`config.mk`:
```
export PLATFORM = sky130hd
export DESIGN_NAME = rop_top
export DESIGN_NICKNAME = d
export VERILOG_FILES = /design/src/rop_pkg.sv /design/src/rop_regs.sv /design/src/rop_top.sv
export SDC_FILE = /design/constraint.sdc
export NUM_CORES = 1
export LEC_CHECK = 0
export BUFFER_PORTS_ARGS = -buffer_cell sky130_fd_sc_hd__buf_4
export CAP_MARGIN = 10
export CORE_MARGIN = 2
export CORE_UTILIZATION = 48
export CTS_BUF_LIST = sky130_fd_sc_hd__clkbuf_4 sky130_fd_sc_hd__clkbuf_8
export CTS_CLUSTER_DIAMETER = 40
export DETAILED_ROUTE_END_ITERATION = 10
export HOLD_SLACK_MARGIN = 0.06
export PLACE_DENSITY = 0.67
export SLEW_MARGIN = 20
export SYNTH_ARGS = -nofsm -noshare
export SYNTH_HDL_FRONTEND = slang
export SYNTH_SLANG_ARGS = --single-unit
export TNS_END_PERCENT = 20
```
`constraint.sdc`:
```
create_clock -name clk_i -period 37.5 [get_ports clk_i]
set_input_delay 5.625 -clock clk_i [delete_from_list [all_inputs] [get_ports clk_i]]
set_output_delay 5.625 -clock clk_i [all_outputs]
set_load 0.03 [all_outputs]
```
`src/rop_pkg.sv`:
```
// constants and types of the ring overload protection block
// assumes a single 25 MHz clock and an axi4-lite register slave
package rop_pkg;
  localparam int CLK_HZ = 25_000_000;
  localparam int SLOW_HZ = 96_000;
  localparam int FAST_HZ = 307_200;
  // pwm periods in clocks, rounded down
  localparam logic [8:0] PER_SLOW = 9'(CLK_HZ / SLOW_HZ);
  localparam logic [8:0] PER_FAST = 9'(CLK_HZ / FAST_HZ);
  localparam int ARM_MS = 300;
  localparam int ARM_CYC = ARM_MS * (CLK_HZ / 1000);
  localparam int SHUT_MS = 4860;
  localparam int SHUT_CYC = SHUT_MS * (CLK_HZ / 1000);
  localparam int TMR_W = 27;
  localparam logic [4:0] STEP_NOM = 5'h10;
  localparam logic [4:0] STEP_MAX = 5'h1f;
  localparam logic [4:0] IDX_LAST = 5'h1f;
  localparam logic [7:0] EVT_THRESH = 8'h04;
  localparam logic [7:0] EVT_SAT = 8'hff;
  localparam logic [1:0] NOM_FULL = 2'h1;
  // register map, byte addresses
  localparam logic [31:0] ADDR_CTRL = 32'h0000_0000;
  localparam logic [31:0] ADDR_SEG = 32'h0000_0004;
  localparam logic [31:0] ADDR_STAT = 32'h0000_0008;
  localparam int CTRL_DIS = 0;
  localparam int CTRL_FAST = 1;
  localparam logic [15:0] SEG_RST = 16'h004b;
  localparam logic [1:0] RESP_OK = 2'h0;
  localparam logic [1:0] RESP_ERR = 2'h2;
  // quarter sine, entry 15 first
  localparam logic [15:0][7:0] SINE_Q = {
    8'hff, 8'hfe, 8'hfa, 8'hf4, 8'hec, 8'he1, 8'hd4, 8'hc5,
    8'hb4, 8'ha2, 8'h8e, 8'h78, 8'h62, 8'h4a, 8'h32, 8'h19};

  typedef enum logic [1:0] {ST_RUN, ST_ARM, ST_SHUT} rop_prot_e;

  typedef struct packed {
    logic dis;
    logic fast;
    logic [15:0] seg;
  } rop_ctrl_s;

  typedef struct packed {
    logic cmp;
    logic [1:0] prot;
    logic rpt;
    logic [4:0] step;
    logic [7:0] evt_cnt;
  } rop_stat_s;
endpackage

```
`src/rop_regs.sv`:
```
// axi4-lite register slave of the ring overload protection block
// assumes one write and one read outstanding at most
`timescale 1ns/1ps
module rop_regs import rop_pkg::*; (
  // clock and reset
  input wire logic clk_i,
  input wire logic rst_i,
  // write address and data
  input wire logic [31:0] awaddr_i,
  input wire logic awvalid_i,
  output logic awready_o,
  input wire logic [31:0] wdata_i,
  input wire logic [3:0] wstrb_i,
  input wire logic wvalid_i,
  output logic wready_o,
  // write response
  output logic [1:0] bresp_o,
  output logic bvalid_o,
  input wire logic bready_i,
  // read
  input wire logic [31:0] araddr_i,
  input wire logic arvalid_i,
  output logic arready_o,
  output logic [31:0] rdata_o,
  output logic [1:0] rresp_o,
  output logic rvalid_o,
  input wire logic rready_i,
  // block side
  output rop_ctrl_s ctrl_o,
  input wire rop_stat_s stat_i
);
  typedef struct packed {
    logic aw_have;
    logic [31:0] awaddr;
    logic w_have;
    logic [31:0] wdata;
    logic [3:0] wstrb;
    logic awready;
    logic wready;
    logic bvalid;
    logic [1:0] bresp;
    logic arready;
    logic rvalid;
    logic [1:0] rresp;
    logic [31:0] rdata;
    rop_ctrl_s ctrl;
  } rop_axi_s;

  rop_axi_s q;
  rop_axi_s next_q;

  // address and data are taken in either order
  always_comb begin
    next_q = q;
    if (awvalid_i && q.awready) begin
      next_q.aw_have = 1'b1;
      next_q.awaddr = awaddr_i;
    end
    if (wvalid_i && q.wready) begin
      next_q.w_have = 1'b1;
      next_q.wdata = wdata_i;
      next_q.wstrb = wstrb_i;
    end
    if (bready_i && q.bvalid) begin
      next_q.bvalid = 1'b0;
    end
    if (q.aw_have && q.w_have && !q.bvalid) begin
      next_q.aw_have = 1'b0;
      next_q.w_have = 1'b0;
      next_q.bvalid = 1'b1;
      next_q.bresp = RESP_OK;
      if (q.awaddr == ADDR_CTRL) begin
        if (q.wstrb[0]) begin
          next_q.ctrl.dis = q.wdata[CTRL_DIS];
          next_q.ctrl.fast = q.wdata[CTRL_FAST];
        end
      end else if (q.awaddr == ADDR_SEG) begin
        if (q.wstrb[0]) next_q.ctrl.seg[7:0] = q.wdata[7:0];
        if (q.wstrb[1]) next_q.ctrl.seg[15:8] = q.wdata[15:8];
      end else if (q.awaddr != ADDR_STAT) begin
        next_q.bresp = RESP_ERR; // unmapped
      end
    end
    // ready is registered so every port comes from a flop
    next_q.awready = !next_q.aw_have && !next_q.bvalid;
    next_q.wready = !next_q.w_have && !next_q.bvalid;
    if (rready_i && q.rvalid) begin
      next_q.rvalid = 1'b0;
    end
    if (arvalid_i && q.arready) begin
      next_q.rvalid = 1'b1;
      next_q.rresp = RESP_OK;
      next_q.rdata = '0;
      unique case (araddr_i)
        ADDR_CTRL: next_q.rdata[1:0] = {q.ctrl.fast, q.ctrl.dis};
        ADDR_SEG: next_q.rdata[15:0] = q.ctrl.seg;
        ADDR_STAT: next_q.rdata[$bits(rop_stat_s)-1:0] = stat_i;
        default: next_q.rresp = RESP_ERR;
      endcase
    end
    next_q.arready = !next_q.rvalid;
  end

  always_ff @(posedge clk_i) begin
    if (rst_i) begin
      q <= '0;
      q.ctrl.seg <= SEG_RST;
    end else begin
      q <= next_q;
    end
  end

  assign awready_o = q.awready;
  assign wready_o = q.wready;
  assign bvalid_o = q.bvalid;
  assign bresp_o = q.bresp;
  assign arready_o = q.arready;
  assign rvalid_o = q.rvalid;
  assign rresp_o = q.rresp;
  assign rdata_o = q.rdata;
  assign ctrl_o = q.ctrl;
endmodule

```
`src/rop_top.sv`:
```
// ring overload protection: pwm, current limit, amplitude, shutdown
// assumes current_sense_n_i and comparator_in_i are async pins
// Summary of operation
// - sense low cuts pulse until period end
// - count limit events per half cycle
// - amplitude equals nominal times sixteen over step
// - step rests at 16, rises up to 31
// - no events: step down once per half
// - overload report high while step above 16
// - report clears after full period at 16
// - report pulse lasts one sine cycle minimum
// - overload detected within one half cycle
// - minimum amplitude overload starts 300 ms timer
// - overload at expiry: switch off 4.86 s
// - resume switching at minimum amplitude step
// - persisting overload repeats timer and shutdown
// - load gone: amplitude rises step by step
// - onset to shutdown within 8 cycles+300ms
// - all timing counted on main clock
// - duty from sine table, transfer, step
// - bridge phase square wave at sine rate
// - warning pulse just before zero crossing
// - switch off shortly after sense goes low
// - disable bit turns output off
// - fast rate: immediate, slow: at crossing
`timescale 1ns/1ps
module rop_top import rop_pkg::*; #(
  parameter int unsigned ARM_CYCLES = ARM_CYC,
  parameter int unsigned SHUT_CYCLES = SHUT_CYC
) (
  // clock and reset
  input wire logic clk_i,
  input wire logic rst_i,
  // axi4-lite write
  input wire logic [31:0] awaddr_i,
  input wire logic awvalid_i,
  output logic awready_o,
  input wire logic [31:0] wdata_i,
  input wire logic [3:0] wstrb_i,
  input wire logic wvalid_i,
  output logic wready_o,
  output logic [1:0] bresp_o,
  output logic bvalid_o,
  input wire logic bready_i,
  // axi4-lite read
  input wire logic [31:0] araddr_i,
  input wire logic arvalid_i,
  output logic arready_o,
  output logic [31:0] rdata_o,
  output logic [1:0] rresp_o,
  output logic rvalid_o,
  input wire logic rready_i,
  // power stage pins
  input wire logic current_sense_n_i,
  input wire logic comparator_in_i,
  output logic switch_drive_o,
  output logic overload_report_o,
  output logic bridge_phase_o,
  output logic zero_warn_o
);
  // timers must fit the shared down counter
  if (ARM_CYCLES < 1 || ARM_CYCLES >= (1 << TMR_W) ||
      SHUT_CYCLES < 1 || SHUT_CYCLES >= (1 << TMR_W)) begin : g_chk
    $error("rop_top: timer parameter out of range");
  end

  typedef struct packed {
    logic [2:0] cs_sync;
    logic [1:0] cmp_sync;
    logic [8:0] pc;
    logic [8:0] duty;
    logic [15:0] seg_cnt;
    logic [4:0] idx;
    logic cut;
    logic pwm;
    logic [7:0] evt_cnt;
    logic ovl_half;
    logic [4:0] step;
    logic rpt;
    logic [1:0] nom_halves;
    rop_prot_e prot;
    logic [TMR_W-1:0] tmr;
    logic dis;
    logic phase;
    logic warn;
    logic half_end;
  } rop_core_s;

  rop_core_s q;
  rop_core_s next_q;
  rop_ctrl_s ctrl;
  rop_stat_s stat;
  logic [8:0] per;
  logic per_end;
  logic seg_last;
  logic evt_fall;
  logic over;

  localparam logic [TMR_W-1:0] ARM_LOAD = TMR_W'(ARM_CYCLES - 1);
  localparam logic [TMR_W-1:0] SHUT_LOAD = TMR_W'(SHUT_CYCLES - 1);

  // duty = table * period / 256, times 16 over step
  function automatic logic [8:0] duty_of(logic [4:0] i,
                                         logic [4:0] st,
                                         logic [8:0] p);
    logic [3:0] qi;
    logic [16:0] prod;
    logic [12:0] sc;
    qi = i[4] ? ~i[3:0] : i[3:0];
    prod = 17'(SINE_Q[qi]) * 17'(p);
    sc = {prod[16:8], 4'h0};
    return 9'(sc / 13'(st));
  endfunction

  rop_regs i_rop_regs (
    .clk_i(clk_i),
    .rst_i(rst_i),
    .awaddr_i(awaddr_i),
    .awvalid_i(awvalid_i),
    .awready_o(awready_o),
    .wdata_i(wdata_i),
    .wstrb_i(wstrb_i),
    .wvalid_i(wvalid_i),
    .wready_o(wready_o),
    .bresp_o(bresp_o),
    .bvalid_o(bvalid_o),
    .bready_i(bready_i),
    .araddr_i(araddr_i),
    .arvalid_i(arvalid_i),
    .arready_o(arready_o),
    .rdata_o(rdata_o),
    .rresp_o(rresp_o),
    .rvalid_o(rvalid_o),
    .rready_i(rready_i),
    .ctrl_o(ctrl),
    .stat_i(stat)
  );

  // status seen by software
  assign stat.cmp = q.cmp_sync[1];
  assign stat.prot = q.prot;
  assign stat.rpt = q.rpt;
  assign stat.step = q.step;
  assign stat.evt_cnt = q.evt_cnt;

  // period and segment boundaries
  assign per = ctrl.fast ? PER_FAST : PER_SLOW;
  assign per_end = q.pc >= per - 9'h1;
  assign seg_last = {1'b0, q.seg_cnt} + 17'h1 >= {1'b0, ctrl.seg};
  // edge seen on second and third flop only
  assign evt_fall = q.cs_sync[2] & ~q.cs_sync[1];
  assign over = q.evt_cnt > EVT_THRESH;

  always_comb begin
    next_q = q;
    next_q.cs_sync = {q.cs_sync[1:0], current_sense_n_i};
    next_q.cmp_sync = {q.cmp_sync[0], comparator_in_i};
    next_q.half_end = 1'b0;
    next_q.pc = per_end ? 9'h0 : q.pc + 9'h1;
    // cut holds for the rest of the period
    next_q.cut = !per_end && (q.cut || !q.cs_sync[1]);
    if (evt_fall && q.evt_cnt != EVT_SAT) begin
      next_q.evt_cnt = q.evt_cnt + 8'h1;
    end
    // sine position advances once every ctrl.seg pwm periods
    if (per_end) begin
      next_q.seg_cnt = seg_last ? 16'h0 : q.seg_cnt + 16'h1;
      if (seg_last) begin
        next_q.idx = q.idx + 5'h1;
        next_q.half_end = q.idx == IDX_LAST;
      end
    end
    // half-cycle bookkeeping at the zero crossing
    if (q.half_end) begin
      next_q.phase = ~q.phase;
      next_q.evt_cnt = {7'h0, evt_fall};
      next_q.ovl_half = q.evt_cnt != 8'h0;
      if (q.prot != ST_SHUT) begin
        if (over && q.step != STEP_MAX) begin
          next_q.step = q.step + 5'h1;
        end else if (q.evt_cnt == 8'h0 && q.step != STEP_NOM) begin
          next_q.step = q.step - 5'h1;
        end
      end
      if (q.rpt && q.step == STEP_NOM && q.nom_halves != 2'h3) begin
        next_q.nom_halves = q.nom_halves + 2'h1;
      end
      // one full period at nominal before the report drops
      if (q.rpt && q.step == STEP_NOM && q.nom_halves == NOM_FULL) begin
        next_q.rpt = 1'b0;
      end
    end
    if (next_q.step > STEP_NOM) begin
      next_q.rpt = 1'b1;
      next_q.nom_halves = 2'h0;
    end
    // sequencer on clk_i; arms as the floor step is reached, so
    // onset to shutdown stays within eight cycles plus the timer
    unique case (q.prot)
      ST_RUN: begin
        if (q.half_end && over && q.step >= STEP_MAX - 5'h1) begin
          next_q.prot = ST_ARM;
          next_q.tmr = ARM_LOAD;
        end
      end
      ST_ARM: begin
        next_q.tmr = q.tmr - TMR_W'(1);
        if (q.half_end && q.evt_cnt == 8'h0) begin
          next_q.prot = ST_RUN;
        end else if (q.tmr == '0) begin
          if (q.ovl_half || q.evt_cnt != 8'h0) begin
            next_q.prot = ST_SHUT;
            next_q.tmr = SHUT_LOAD;
          end else begin
            next_q.prot = ST_RUN;
          end
        end
      end
      ST_SHUT: begin
        next_q.tmr = q.tmr - TMR_W'(1);
        if (q.tmr == '0) begin
          next_q.prot = ST_RUN;
          next_q.step = STEP_MAX;
          next_q.evt_cnt = 8'h0;
        end
      end
    endcase
    // slow rate waits for the crossing, fast acts now
    if (!ctrl.dis) begin
      next_q.dis = 1'b0;
    end else if (ctrl.fast || q.half_end) begin
      next_q.dis = 1'b1;
    end
    next_q.duty = duty_of(next_q.idx, next_q.step, per);
    next_q.pwm = !q.dis && q.prot != ST_SHUT &&
                 next_q.pc < q.duty && q.cs_sync[1] &&
                 (per_end || !q.cut);
    next_q.warn = next_q.idx == IDX_LAST;
  end

  // one register stage for the whole core
  always_ff @(posedge clk_i) begin
    if (rst_i) begin
      q <= '0;
      q.cs_sync <= 3'h7;
      q.step <= STEP_NOM;
      q.prot <= ST_RUN;
    end else begin
      q <= next_q;
    end
  end

  assign switch_drive_o = q.pwm;
  assign overload_report_o = q.rpt;
  assign bridge_phase_o = q.phase;
  assign zero_warn_o = q.warn;

  // halves of report high, for the pulse length check
  logic [1:0] hp_halves;
  always_ff @(posedge clk_i) begin
    if (rst_i || !q.rpt) begin
      hp_halves <= 2'h0;
    end else if (q.half_end && hp_halves != 2'h3) begin
      hp_halves <= hp_halves + 2'h1;
    end
  end

  property p_cut;
    @(posedge clk_i) disable iff (rst_i)
      !q.cs_sync[1] |=> !switch_drive_o;
  endproperty
  a_cut: assert property (p_cut)
    else $error("switch drive stayed on with sense low");

  property p_hold_cut;
    @(posedge clk_i) disable iff (rst_i)
      q.cut && !per_end |=> !switch_drive_o;
  endproperty
  a_hold_cut: assert property (p_hold_cut)
    else $error("pulse restarted inside a cut period");

  property p_cnt_clr;
    @(posedge clk_i) disable iff (rst_i)
      q.half_end |=> q.evt_cnt <= 8'h1;
  endproperty
  a_cnt_clr: assert property (p_cnt_clr)
    else $error("event counter not cleared at crossing");

  property p_step_rng;
    @(posedge clk_i) disable iff (rst_i)
      q.step >= STEP_NOM && q.step <= STEP_MAX;
  endproperty
  a_step_rng: assert property (p_step_rng)
    else $error("step outside 16 to 31");

  property p_step_one;
    @(posedge clk_i) disable iff (rst_i)
      q.prot != ST_SHUT && q.step != $past(q.step) |->
        $past(q.half_end) &&
        (q.step == $past(q.step) + 5'h1 ||
         q.step == $past(q.step) - 5'h1);
  endproperty
  a_step_one: assert property (p_step_one)
    else $error("step moved off a crossing or by more than one");

  property p_rpt;
    @(posedge clk_i) disable iff (rst_i)
      q.step > STEP_NOM |-> overload_report_o;
  endproperty
  a_rpt: assert property (p_rpt)
    else $error("report low with reduced amplitude");

  property p_rpt_min;
    @(posedge clk_i) disable iff (rst_i)
      $fell(overload_report_o) |-> $past(hp_halves) >= 2'h2;
  endproperty
  a_rpt_min: assert property (p_rpt_min)
    else $error("report pulse shorter than one sine cycle");

  property p_shut_off;
    @(posedge clk_i) disable iff (rst_i)
      q.prot == ST_SHUT ##1 q.prot == ST_SHUT |-> !switch_drive_o;
  endproperty
  a_shut_off: assert property (p_shut_off)
    else $error("switching during shutdown");

  property p_resume;
    @(posedge clk_i) disable iff (rst_i)
      q.prot == ST_SHUT && q.tmr == '0 |=>
        q.prot == ST_RUN && q.step == STEP_MAX;
  endproperty
  a_resume: assert property (p_resume)
    else $error("did not resume at minimum amplitude");

  property p_phase;
    @(posedge clk_i) disable iff (rst_i)
      q.half_end |=> bridge_phase_o != $past(bridge_phase_o);
  endproperty
  a_phase: assert property (p_phase)
    else $error("bridge phase missed a crossing");

  property p_dis_fast;
    @(posedge clk_i) disable iff (rst_i)
      ctrl.dis && ctrl.fast ##1 ctrl.dis |=> !switch_drive_o;
  endproperty
  a_dis_fast: assert property (p_dis_fast)
    else $error("fast disable did not stop output");

  c_shut: cover property (@(posedge clk_i) disable iff (rst_i)
    q.prot == ST_ARM ##1 q.prot == ST_SHUT);
  c_rpt: cover property (@(posedge clk_i) disable iff (rst_i)
    $fell(overload_report_o));
  c_step_max: cover property (@(posedge clk_i) disable iff (rst_i)
    $rose(q.step == STEP_MAX));
endmodule

```
==> flow_summary.yaml, run 1 <==
placement:
  portBuffers: 118
  place_ws_ps: 4480
  place_hpwl_um: 27000
  gp_congestion: 0.858
  placed_area_mm2: 0.0154
final_layout:
  final_nets: 2145
  design_area_mm2: 0.0158
  syn_to_final_growth_pct: 9.59
  drive_gt1_share_pct: 13.2
  post-route-util_pct: 53.3
  diodes: 0
synth:
  ys.flop_type: "dfxtp_1"
  synth_area_leaders: "dfxtp_1 26%, ha_1 12%, nand2_1 5.5%"
  synth_edf_count: 0
  synth_seq_area_share_pct: 26.4
  syn_area_per_cell_um2: 7.91
  yosys.area.top_type: "dfxtp_1"
  yosysUniqueCellTypes: 114
  ys_warn_count: 0
  async_flop_share_pct: 0
  synth_top_area_share_pct: 26.4
  synth_area_mm2: 0.0144
  synth_seq_cells: 190
  synth_cells: 1824
floorplanning:
  start_util_pct: 48.7
  core_mm2: 0.0296
  die_y_um: 177
  dieArea_mm2: 0.0314
  io_pins: 154
  rows: 63
  die_w_um: 177
worst_setup_path:
  crit_top_cell: "o21a_1"
  path_delay_family: "compound AO/OA/AOI/OAI gates"
  worst_setup_path_end_kind: "flop"
  path_max_fanout: 14
  reg2reg_depth: 140
  r2r_end: "q[73]"
  crit_path_max_incr_delay_ps: 730
  regToRegSetupSlack_ps: 4220
  crit_path_top_delay_cell: "a21oi_1"
  crit_path_start_kind: "flop"
  worst_ep_arrival_time_ps: 33580
  worstPathRequired_ps: 37810
  r2r-start: "q[57]"
  cp_num_buf_inv: 3
  critPathKind: "flop to flop"
global_routing:
  antenna_found_initial: 0
  grtUsageTotal_pct: 22.3
  grt_max_degree: 81
  grt_pass1_vias: 12000
  grt-ovfl-total: 0
  grt_pass1_wl_um: 57800
timing:
  slew_headroom_pct: 31.8
  slew_viol_final: 0
  period_share_pct: 88.7
  final-setup-viol-count: 0
  period_needed_ps: 33280
  rsz0062_at_grt: "no"
  tightestPinTransition_ps: 1020
  skew_ps: 16.6
  fin_ws_ps: 4220
  max_freq_mhz: 30.1
  finalHoldViolations: 0
  tns_ps: 0
hold_path:
  hold_start: "next_q[94]"
  hold_end: "next_q[95]"
  worst_hold_path_type: "flop to flop"
  min_path_cells: 1
clocking:
  postCtsHoldBufs: 0
  ctsResizeCount: 0
  cts_setup_buffers: 0
  htree_levels: 4
  clkTransAtPathRegs_ps: 90
  cts-buffers-inserted: 17
  cts_tree: "yes"
  cts.path.max_buffers: 2
  clock-sinks: 190
  clk_latency_ps: 480
  clockRootBuffer: "clkbuf_8"
pwr:
  power_w: 0.000699
  p_leak_nw: 6.77
  ir_drop_uv: 37.3
  powerDensity_mw_per_mm2: 44.3
route:
  drc: 0
  post_drt_via_cell_ratio: 5.69
  ant_nets: 0
  firstDrtPassIters: 8
  route.final.wire_length_um: 35200
  drt-initial-drc-count: 824
  post_drt_wl_per_cell_um: 15.4
  vias: 13000
run:
  max_cap_viol_count: 0
run_status:
  status: "finished, final reports clean"
==> layout make-up <==
| type | instances | area (µm²) |
|---|---|---|
| Clock inverter | 12 | 159 |
| Inverter | 97 | 364 |
| Fill cell | 2881 | 13800 |
| Tap cell | 390 | 488 |
| Timing Repair Buffer | 125 | 938 |
| Multi-Input combinational cell | 1456 | 9800 |
| Sequential cell | 190 | 3800 |
| Clock buffer | 19 | 249 |
==> metal layers <==
layer / track usage, % / up-vias / part of all wire (%)
met3: 2.68 / 27 / 4.6
li1: - / 6559 / -
met5: 0 / - / 0
met1: 30.3 / 6119 / 47
met4: 5.29 / 0 / 1.1
met2: 37.7 / 313 / 47
==> how the worst max path moves through the flow <==
stage           from    end  slack (ps)  cells past startpoint
2_1_floorplan  q[57]  q[73]        9210                    146
3_3_place_gp   q[57]  q[73]        5100                    141
3_5_place_dp   q[57]  q[73]        4480                    140
4_1_cts        q[57]  q[73]        4350                    141
5_1_grt        q[57]  q[73]        1240                    142
6_report       q[57]  q[73]        4220                    140
==> registers in the layout (all words and copies together) (netlist names) <==
| register | cells |
|---|---|
| switch_drive_o | 1 |
| q | 89 |
| zero_warn_o | 1 |
| i_rop_regs.arready_o | 1 |
| i_rop_regs.wready_o | 1 |
| i_rop_regs.rdata_o | 17 |
| next_q | 3 |
| i_rop_regs.rvalid_o | 1 |
| i_rop_regs.bvalid_o | 1 |
| overload_report_o | 1 |
| bridge_phase_o | 1 |
| i_rop_regs.awready_o | 1 |
| i_rop_regs.ctrl_o | 18 |
| i_rop_regs.rresp_o | 1 |
| i_rop_regs.bresp_o | 1 |
| i_rop_regs.q | 52 |
==> stage by stage <==
| stage | cells | hold WS [ps] |
|---|---|---|
| 2_1_floorplan | 1847 | 389 |
| 3_3_place_gp | 2258 | 399 |
| 3_5_place_dp | 2258 | 409 |
| 4_1_cts | 2289 | 436 |
| 5_1_grt | 2289 | 460 |
| 6_report | 2289 | 432 |
==> worst reg2reg max path, delay by kind of cell, from the launching register on <==
family | cells | cell delay, ps
muxes | 4 | 1490
adders and majority gates | 21 | 7100
xor gates and xnor gates | 2 | 580
and+or+nand+nor | 48 | 9890
buffers and inverters | 3 | 250
AOI/OAI and AO/OA | 62 | 13350
DFF | 1 | 410
==> report_power, final <==
part | internal [W] | leakage [nW] | switching (W) | total (W)
registers | 0.000212 | 1.55 | 0.00000765 | 0.000219
clock network | 0.0000676 | 0.204 | 0.0000747 | 0.000142
logic | 0.000139 | 5.02 | 0.000199 | 0.000338
total | 0.000418 | 6.77 | 0.000282 | 0.000699
==> cell families (layout without fill, tap and decap cells) <==
logic type / Yosys count / after routing / share of synthesized area [%]
muxes: 44 / 44 / 3.29
AOI/OAI and AO/OA: 430 / 430 / 20.9
DFF: 190 / 190 / 26.4
and+or+nand+nor: 734 / 734 / 25.0
other: 2 / 25 / 0.0521
adders and majority gates: 150 / 150 / 13.6
buffers and inverters: 201 / 253 / 6.32
xor gates and xnor gates: 73 / 73 / 4.49
==> cells in the mapped netlist (9+ instances only) <==
cell      number
nand2_1      211
nor2_1       209
dfxtp_1      190
a21oi_1      147
ha_1         137
inv_1         94
o21ai_0       67
nor3_1        64
clkbuf_1      53
xnor2_1       43
buf_4         38
nand3_1       37
mux2i_1       29
xor2_1        29
o21a_1        28
nand2b_1      25
nor4_1        25
and3_1        24
nor2b_1       23
and2_1        19
a211oi_1      18
nand4_1       18
or2_2         15
or3_1         15
a221oi_1      14
mux2_2        13
fa_1          12
o31ai_1       12
a32o_1         9
==> cell usage in the layout, fill, tap and decap left out, types with 23 or more instances in the layout <==
cell and count:
conb_1 25, buf_4 125, nor4_1 25, nand3_1 37, mux2i_1 29, ha_1 137
nand2_1 211, xor2_1 29, o21a_1 28, o21ai_0 67, nor2b_1 23, and3_1 24
xnor2_1 43, nor3_1 64, nand2b_1 25, inv_1 94, dfxtp_1 190, nor2_1 209
a21oi_1 147
Power figures use the tool's default switching activity.
==> run 2: changes to the inputs <==
- CORE_UTILIZATION: 48 -> 60
- PLACE_DENSITY: 0.67 -> 0.81
- SYNTH_HIERARCHICAL: default -> 1
==> flow_summary.yaml, run 2 <==
run_status:
  status: "finished, final reports clean"
floorplanning:
  die_y_um: 159
  die_w_um: 159
  start_util_pct: 61.3
  core_mm2: 0.0235
  dieArea_mm2: 0.0253
  rows: 56
  io_pins: 154
timing:
  rsz0062_at_grt: "no"
  finalHoldViolations: 0
  max_freq_mhz: 30.7
  tightestPinTransition_ps: 1090
  final-setup-viol-count: 0
  slew_viol_final: 0
  period_share_pct: 86.7
  period_needed_ps: 32520
  slew_headroom_pct: 26.9
  skew_ps: 19.3
  tns_ps: 0
synth:
  syn_area_per_cell_um2: 7.93
  synth_area_leaders: "dfxtp_1 26%, ha_1 12%, a21oi_1 5.4%"
  synth_common_cells: "202 x nand2_1, 190 x dfxtp_1, 176 x nor2_1"
  synth_area_mm2: 0.0144
  synth_cells: 1820
  ys_warn_count: 6
  synth_edf_count: 0
  ys.flop_type: "dfxtp_1"
  post-synth-top-count-cell: "nand2_1"
  yosysUniqueCellTypes: 109
  synth_top_area_share_pct: 26.4
  async_flop_share_pct: 0
  synth_seq_cells: 190
  yosys.area.top_type: "dfxtp_1"
  synth_seq_area_share_pct: 26.4
global_routing:
  grt_max_degree: 90
  grtUsageTotal_pct: 26.3
  grt_pass1_wl_um: 57200
  grt_pass1_vias: 12400
  grt-ovfl-total: 0
  antenna_found_initial: 0
worst_setup_path:
  r2r_end: "q[73]"
  reg2reg_depth: 135
  critPathKind: "flop to flop"
  crit_path_top_delay_cell: "dfxtp_1"
  worst_ep_arrival_time_ps: 32840
  r2r-start: "i_rop_regs/ctrl_o[16]"
  crit_path_start_kind: "flop"
  path_max_fanout: 19
  regToRegSetupSlack_ps: 4980
  worst_setup_path_end_kind: "flop"
  crit_path_max_incr_delay_ps: 800
  worstPathRequired_ps: 37820
route:
  drt-initial-drc-count: 1063
  drc: 0
  post_drt_wl_per_cell_um: 15.6
  post_drt_via_cell_ratio: 5.97
  ant_nets: 0
  vias: 13100
  route.final.wire_length_um: 34000
  firstDrtPassIters: 6
pwr:
  ir_drop_uv: 28.3
  power_frac_seq_pct: 38.4
  swShare_pct: 38.3
  powerDensity_mw_per_mm2: 36.4
  p_leak_nw: 6.46
  combPwrFrac_pct: 37.0
  clockPowerShare_pct: 24.6
  p_switching_w: 0.000216
  p_int_w: 0.000348
final_layout:
  diodes: 0
  largest_reg_flops: 89
  nFillCells: 1995
  syn_to_final_growth_pct: 7.38
  layout_commonest_cell: "nand2_1"
  register_area_mm2: 0.00380
  final_nets: 2112
  stdcell_count: 2186
  regMostFlops: "q"
  layout_common_cells: "202 x nand2_1, 190 x dfxtp_1, 176 x nor2_1"
  drive_gt1_share_pct: 13.0
  multi_input_area_mm2: 0.00961
clocking:
  clkTransAtPathRegs_ps: 100
  cts-buffers-inserted: 17
  htree_levels: 4
  postCtsHoldBufs: 0
  cts_tree: "yes"
  clockRootBuffer: "clkbuf_8"
  clk_latency_ps: 480
  cts.path.max_buffers: 2
  ctsResizeCount: 0
  clock-sinks: 190
  cts_setup_buffers: 0
placement:
  portBuffers: 118
  place_inst: 2154
  place_hpwl_um: 25600
  gp_congestion: 0.888
hold_path:
  worst_hold_path_type: "flop to flop"
  min_path_cells: 1
  hold_start: "next_q[94]"
  hold_end: "next_q[95]"
run:
  max_cap_viol_count: 0
==> run 2: changes by cell type in the layout (fill, tap and decap cells not counted), sizes merged, moves of 13 or more <==
cell,previous run,this run
a221oi,14,1
nand3,37,56
nand4,18,35
o21ai,71,88
nor2,212,177
==> run 2: kinds of logic after synthesis <==
logic type	after synthesis	share of synthesized area [%]
DFF	190	26.4
buffers and inverters	224	7.72
muxes	33	2.51
other	3	0.0780
xor gates and xnor gates	67	4.07
and+or+nand+nor	712	25.3
AOI/OAI and AO/OA	441	20.4
adders and majority gates	150	13.6
==> run 2: layer usage <==
metal | track usage, % | part of all wire (%) | vias to the layer above
li1 | - | - | 6493
met3 | 2.92 | 4.1 | 56
met5 | 0 | 0 | -
met4 | 8.02 | 2.1 | 0
met1 | 34.6 | 45 | 6171
met2 | 45.5 | 48 | 340
==> run 2: cell type report <==
type | count | share of cell area, %
clock buffers | 18 | 1.56
clock inverters | 14 | 1.06
inverters | 96 | 2.33
multi-input cells | 1426 | 62.0
flip-flops and latches | 190 | 24.5
well taps | 319 | 2.58
repair buffers | 123 | 5.96
==> run 2: worst max-delay path by stage <==
| stage | from | to | slack, ps | cells after the start |
|---|---|---|---|---|
| final | i_rop_regs/ctrl_o[16] | q[73] | 4980 | 135 |
| after global placement | i_rop_regs/ctrl_o[16] | q[73] | 6120 | 135 |
| after detailed placement | i_rop_regs/ctrl_o[16] | q[73] | 5440 | 135 |
| after global routing | i_rop_regs/ctrl_o[16] | q[73] | 1970 | 136 |
| after CTS | i_rop_regs/ctrl_o[16] | q[73] | 5290 | 135 |
| after floorplan | q[59] | q[73] | 9850 | 140 |
==> run 2: worst max-delay path, delay by kind of cell (launching register included) <==
| family | cells | cell delay (ps) |
|---|---|---|
| xor+xnor | 2 | 450 |
| compound gates | 62 | 13910 |
| mux | 2 | 530 |
| flops | 1 | 800 |
| simple gates | 42 | 8890 |
| buf+inv | 7 | 970 |
| fa+ha+maj | 20 | 6790 |
==> run 2: power groups by stage <==
stage          logic, W  registers [W]  clock network, W
2_1_floorplan  0.000164       0.000220                 0
3_3_place_gp   0.000197       0.000221                 0
3_5_place_dp   0.000203       0.000221                 0
4_1_cts        0.000204       0.000216          0.000141
5_1_grt        0.000232       0.000218          0.000149
6_report       0.000209       0.000217          0.000139
==> run 2: stage by stage <==
stage	util (%)	worst slack, ps	power [W]	area (µm²)	hold slack (ps)
final	65.8	4980	0.000564	15500	420
after global placement	64.1	6120	0.000418	15100	399
after floorplan	-	9850	0.000384	14500	389
after detailed placement	64.1	5440	0.000424	15100	396
after global routing	65.8	1970	0.000599	15500	438
after CTS	65.8	5290	0.000562	15500	423
